==> src/pkg/keypad_wake_pkg.sv <==
// Constants for the keypad wake unit
package keypad_wake_pkg;
    localparam int PIN_COUNT = 5;
    localparam logic [7:0] ADDR_STATUS_CONTROL = 8'h1B;
    localparam logic [7:0] ADDR_PIN_ENABLE = 8'h21;
    localparam logic [7:0] STATUS_CONTROL_RESET = 8'h00;
    localparam logic [4:0] PIN_ENABLE_RESET = 5'h00;
    localparam int BIT_SENSITIVITY = 0;
    localparam int BIT_MASK = 1;
    localparam int BIT_ACK = 2;
    localparam int BIT_PENDING = 3;
endpackage

==> src/rtl/keypad_wake_unit.sv <==
// Keypad wake unit: pin sampling, request latch and register file
// ----------------------------------------
// Operation
// ----------------------------------------
// Operation
// - Each pin has its own enable bit
// - Enable bit switches pin pullup on
// - Latch when enabled pin falls, all high before
// - Edge mode ignores edges while another low
// - Level mode clears after ack and pins high
// - Vector fetch acknowledges the request
// - Ack bit acknowledges, always reads zero
// - Edge after ack latches fresh request
// - Mask bit gates request to CPU
// - Edge mode ack clears request at once
// - Reset clears request and mode bit
// - Pending flag readable regardless of mask
// - Enabled pin forced to input
// - Active in wait and stop, wakes CPU
// - Break clear enable allows clearing in break
// - Break without clear enable ignores ack bit
// - Upper four status bits read zero
// - Reset zeroes the status control register
// - Reset clears all pin enables
//
// Implementation choice: the strobed register port.
`timescale 1ns/10ps
module keypad_wake_unit
    import keypad_wake_pkg::*;
(
    input wire logic clk_sys,
    input wire logic rstn,
    input wire logic [7:0] regAddr,
    input wire logic [7:0] regWdata,
    input wire logic regWrite,
    input wire logic regRead,
    output logic [7:0] regRdata,
    input wire logic [PIN_COUNT-1:0] keyPin,
    input wire logic [PIN_COUNT-1:0] portDirection,
    input wire logic vectorFetchAck,
    input wire logic breakActive,
    input wire logic breakClearEnable,
    output logic [PIN_COUNT-1:0] pullupEnable,
    output logic [PIN_COUNT-1:0] pinDirection,
    output logic cpuIrq
);

    // ----------------------------------------
    // Pin synchroniser
    // ----------------------------------------
    // Three stages; a change counts once stages two and three agree
    logic [PIN_COUNT-1:0] syncA;
    logic [PIN_COUNT-1:0] syncB;
    logic [PIN_COUNT-1:0] syncC;
    logic [PIN_COUNT-1:0] pinLevel;

    always_ff @(posedge clk_sys or negedge rstn) begin
        if (!rstn) begin
            syncA <= '1;
            syncB <= '1;
            syncC <= '1;
            pinLevel <= '1;
        end else begin
            syncA <= keyPin;
            syncB <= syncA;
            syncC <= syncB;
            pinLevel <= (syncB & syncC) | (pinLevel & (syncB | syncC));
        end
    end

    // ----------------------------------------
    // Registers
    // ----------------------------------------
    logic [PIN_COUNT-1:0] pinWakeEnable;
    logic wakeIrqMask;
    logic sensitivitySelect;
    logic wakePendingFlag;
    logic anyLowPrev;
    logic ackPending;

    wire selStatus = regAddr == ADDR_STATUS_CONTROL;
    wire selEnable = regAddr == ADDR_PIN_ENABLE;
    wire writeStatus = regWrite && selStatus;
    wire writeEnable = regWrite && selEnable;

    // Break without clear enable freezes software acks only
    function automatic logic ack_allowed(input logic inBreak, input logic clearEnable);
        return !(inBreak && !clearEnable);
    endfunction

    // Disabled pins look high so they never trigger
    wire [PIN_COUNT-1:0] enabledLow = pinWakeEnable & ~pinLevel;
    wire anyLow = |enabledLow;
    // Only the first pin to fall from an all-high state latches
    wire fallEvent = anyLow && !anyLowPrev;
    // In break without clear enable the software ack is dropped
    wire softAck = writeStatus && regWdata[BIT_ACK]
        && ack_allowed(breakActive, breakClearEnable);
    wire ackEvent = softAck || vectorFetchAck;
    // Level mode keeps the request while any enabled pin stays low
    wire levelHold = sensitivitySelect && anyLow;
    // An ack seen while pins are low is kept until they all rise
    wire ackHeld = ackEvent || ackPending;
    wire levelClear = ackHeld && !anyLow;
    wire clearReq = sensitivitySelect ? levelClear : ackEvent;
    // Set wins over clear in the same cycle
    wire next_pending = fallEvent || levelHold
        || (wakePendingFlag && !clearReq);
    wire next_ackPending = sensitivitySelect && wakePendingFlag && ackHeld && anyLow;

    always_ff @(posedge clk_sys or negedge rstn) begin
        if (!rstn) begin
            pinWakeEnable <= PIN_ENABLE_RESET;
            wakeIrqMask <= STATUS_CONTROL_RESET[BIT_MASK];
            sensitivitySelect <= STATUS_CONTROL_RESET[BIT_SENSITIVITY];
            wakePendingFlag <= STATUS_CONTROL_RESET[BIT_PENDING];
            anyLowPrev <= 1'b0;
            ackPending <= 1'b0;
        end else begin
            anyLowPrev <= anyLow;
            ackPending <= next_ackPending;
            wakePendingFlag <= next_pending;
            if (writeEnable) begin
                pinWakeEnable <= regWdata[PIN_COUNT-1:0];
            end
            if (writeStatus) begin
                wakeIrqMask <= regWdata[BIT_MASK];
                sensitivitySelect <= regWdata[BIT_SENSITIVITY];
            end
        end
    end

    // ----------------------------------------
    // Read path
    // ----------------------------------------
    // Ack bit and bits 7-4 read zero; unmapped reads give zero
    wire [7:0] statusValue = {4'h0, wakePendingFlag, 1'b0, wakeIrqMask,
        sensitivitySelect};
    wire [7:0] enableValue = {3'h0, pinWakeEnable};
    wire [7:0] readMux = selStatus ? statusValue : (selEnable ? enableValue : 8'h00);

    always_ff @(posedge clk_sys or negedge rstn) begin
        if (!rstn) begin
            regRdata <= 8'h00;
        end else begin
            regRdata <= regRead ? readMux : 8'h00;
        end
    end

    // ----------------------------------------
    // Pin control and interrupt
    // ----------------------------------------
    assign pullupEnable = pinWakeEnable;
    assign pinDirection = portDirection & ~pinWakeEnable;
    // Runs on the bus clock alone, so it stays live in wait and stop
    assign cpuIrq = wakePendingFlag && !wakeIrqMask;
endmodule

==> config.mk <==
export PLATFORM = sky130hd
export DESIGN_NAME = keypad_wake_unit
export DESIGN_NICKNAME = d
export VERILOG_FILES = /design/src/pkg/keypad_wake_pkg.sv /design/src/rtl/keypad_wake_unit.sv
export SDC_FILE = /design/constraint.sdc
export NUM_CORES = 1
export LEC_CHECK = 0
export BUFFER_PORTS_ARGS = -buffer_cell sky130_fd_sc_hd__buf_2
export CAP_MARGIN = 20
export CORE_ASPECT_RATIO = 1.1
export CORE_UTILIZATION = 40
export DETAILED_ROUTE_END_ITERATION = 12
export PLACE_DENSITY = 0.78
export SLEW_MARGIN = 25
export SYNTH_ARGS = -nofsm -noshare
export SYNTH_HDL_FRONTEND = slang
export SYNTH_SLANG_ARGS = --single-unit
==> constraint.sdc <==
create_clock -name clk_sys -period 1.3 [get_ports clk_sys]
set_input_delay 0.26 -clock clk_sys [delete_from_list [all_inputs] [get_ports clk_sys]]
set_output_delay 0.26 -clock clk_sys [all_outputs]
set_load 0.01 [all_outputs]
==> summary.txt <==
Die
  • DIE AREA: 0.003612 mm^2
  • Row cnt: 21
  • Die height: about 63 um
  • Initial core utilization: between 40% and 50%
  • Core area: ~0.0031 mm^2
  • Die width: 57.39 um
  • I/O pin total: 52

Clock tree
  • Num CTS Buffers: 5
  • H-tree depth: 2
  • CTS tree: yes
  • Clock root cell: clkbuf_4
  • Skew-Pair Late Insertion Delay: 330 ps
  • Register clock-pin slew on the reported worst setup and hold paths: about 110 ps
  • Sinks on Clock Net: 35
  • Deepest clock path buffer count: 2

Timing
  • Final setup fails: 16
  • Final Hold Fails: 0
  • Max Slew Vio Count: 0
  • Rel. slew slack: about two thirds
  • Min Hold Slack: 165.2 ps
  • Clk_skew: approximately 16 ps
  • Tmin final: about 1600 ps
  • Slew at the pin closest to its max-slew limit: roughly 480 ps
  • Final period util: 119.4%
  • Maximum clock rate: 0.6443 GHz
  • RSZ-0062 raised after global routing: true
  • Final setup margin: -252.0 ps

Synthesis
  • Ys Warns: 0
  • Mux contribution to synthesized area: just over 7%
  • Area leader, netlist: dfstp_2
  • Cells after synthesis: 87
  • Mapped cell area: 0.001350 mm^2
  • Synth top area share: about two fifths
  • Ys async rst share: 100.0%
  • Sequential-to-total area share from yosys stat: 66.73%
  • Post-synthesis xor/xnor area fraction: 0%
  • Mean Syn Cell Area: roughly 16 um^2
  • Most area-consuming cells after synthesis: dfstp_2 39%, dfrtp_1 28%, mux2_4 5.6%
  • Synth Area in Simple Gates: about 11%
  • Dominant combinational cell family by area after synthesis: simple AND/OR/NAND/NOR gates
  • Synth Area in Compound Gates: just over 7%
  • Post-synth EDFFs: 0
  • Yosys reg bits: 35
  • Synth cell types: 26
  • Synth Flop Type: dfstp_2
  • Post-Synth Adder-Cell Area: 3.707%

Global routing
  • Total gr overflow: 0
  • First-pass GRT wire length: between 4000 and 5000 um
  • Largest net degree at the start of global routing: 36
  • Initial antenna violation count: 0
  • Vias in the first global route: between 900 and 1000
  • Total Routing Usage GR: 15.93%

Setup path
  • Arr. time, crit path: around 1800 ps
  • Critical Path RT: around 1500 ps
  • Setup slack, reg-to-reg: -250 ps
  • CP cell instances: inv_2, a222oi_1, o221ai_2, and4b_1
  • CP max stage delay: 560 ps
  • Crit Path Max Fanout: 3
  • Crit path buf inv count: 1
  • Crit Path Category: flip-flop to flip-flop
  • CP top delay family: compound AO/OA/AOI/OAI gates
  • Crit-path slowest cell: dfstp_2
  • Crit. End Element: flip-flop
  • CP startpoint kind: flip-flop

Cells and area
  • Layout Nets: between 150 and 200
  • Diode count: 0
  • Fraction of layout cells with a size suffix above 1: 67.90%
  • Layout Area Growth over Synthesis: 41.89%
  • Layout Utilization: between 60% and 70%

Pwr
  • Peak supply drop: about 0.82 mV
  • Pwr/cell area: approximately 1100 mW/mm^2
  • Leak pwr: 0.0009521 uW

Routing
  • WL final: 2697 um
  • Routed vias: 953
  • DRT Pass-1 Iters: 8
  • ANT nets after route: 0
  • Starting DRC count in detailed routing: 23
  • Wire length per cell: between 10 and 15 um
  • Vias per cell: between 4 and 5
  • Residual DRC: 4

Hold path
  • Min-delay worst type: input port to flip-flop

Outcome
  • Status: finished, violations left
  • Failing checks: DRC, setup timing

Flow run
  • Maxcap violations: 0

Place
  • Routability cong.: 0.7612
  • # port buffers: 45
  • Hpwl dp: 1926 um
layout make-up:
cell class / instances / area [um^2]
multi-input combinational: 43 / 431.7
fill: 235 / 1211
tap: 34 / 42.54
clock inverter: 1 / 6.256
inverter: 8 / 30.03
clock buffer: 7 / 65.06
timing repair buffer: 68 / 437.9
sequential: 35 / 902.1
metal layers:
metal / global-route usage [%] / vias up / wire, um
met5: 0 / - / 0
met4: 4.878 / 0 / 14
met3: 6.832 / 4 / 176
met2: 26.89 / 35 / 1431
met1: 17.97 / 469 / 1075
li1: - / 445 / -
logic make-up (layout without fill, tap and decap cells):
logic type | Yosys count | in the layout
flip-flops | 35 | 35
AND/OR/NAND/NOR | 20 | 20
other | 1 | 3
multiplexers | 7 | 7
AO/OA/AOI/OAI | 8 | 8
adder cells (fa/ha/maj) | 5 | 5
buffers and inverters | 11 | 84
power by group:
group	internal, uW	switching, uW
Sequential	1180	36.7
Combinational	148	127
Clock	318	336
cell usage in the layout (no fill, tap or decap), types with 2 or more instances in the layout:
cell	Yosys	final
buf_2	0	44
dfstp_2	20	20
dfrtp_1	15	14
buf_4	3	12
inv_1	8	7
dlygate4sd3_1	0	6
buf_6	0	6
nor2b_1	5	5
maj3_1	5	5
mux2_4	5	5
clkbuf_4	0	5
a32o_1	3	3
conb_1	1	3
and3_4	0	2
nor3_1	2	2
mux2_2	2	2
clkbuf_8	0	2
metrics by stage:
stage          total power, uW  area [um^2]  TNS [ps]  std cells  setup slack [ps]
2_1_floorplan             1326         1358     -3586         89            -381.3
6_report                  2145         1916     -1977        196            -252.0
3_5_place_dp              1457         1670     -6470        174            -518.6
3_3_place_gp              1442         1670     -5963        174            -461.3
4_1_cts                   2140         1828     -1937        188            -248.7
5_1_grt                   2259         1916     -2389        196            -284.3
sequential cells by signal, summed over array words and instances, names as in the netlist:
name	count
pinLevel	5
wakeIrqMask	1
regRdata	5
syncC	5
anyLowPrev	1
syncB	5
pullupEnable	5
wakePendingFlag	1
sensitivitySelect	1
syncA	5
ackPending	1
timing repair:
item | CTS | global route
hold endpoints to repair | 15 | 5
pin swaps | 4 | 5
resized for setup | 11 | 5
hold buffers | 1 | 5
setup buffers | 5 | 3
setup endpoints to repair | 17 | 21
Yosys cell counts (2+ instances only):
library cell,number
dfstp_2,20
dfrtp_1,15
inv_1,8
maj3_1,5
mux2_4,5
nor2b_1,5
a32o_1,3
buf_4,3
and3_2,2
mux2_2,2
nand2_1,2
nor2_1,2
nor3_1,2
path summary, 6_finish.rpt:
check / startpoint / end / cells after the start
setup / recovery: pinLevel[3] / ackPending / 4
hold / removal: regWdata[4] / pullupEnable[4] / 2
setup reg to reg: pinLevel[3] / ackPending / 4
hold reg to reg: syncA[0] / syncB[0] / 0
max in group asynchronous: rstn / syncC[1] / 3
min in group asynchronous: rstn / pullupEnable[4] / 3
No activity file was read; power rests on OpenSTA's default activity.
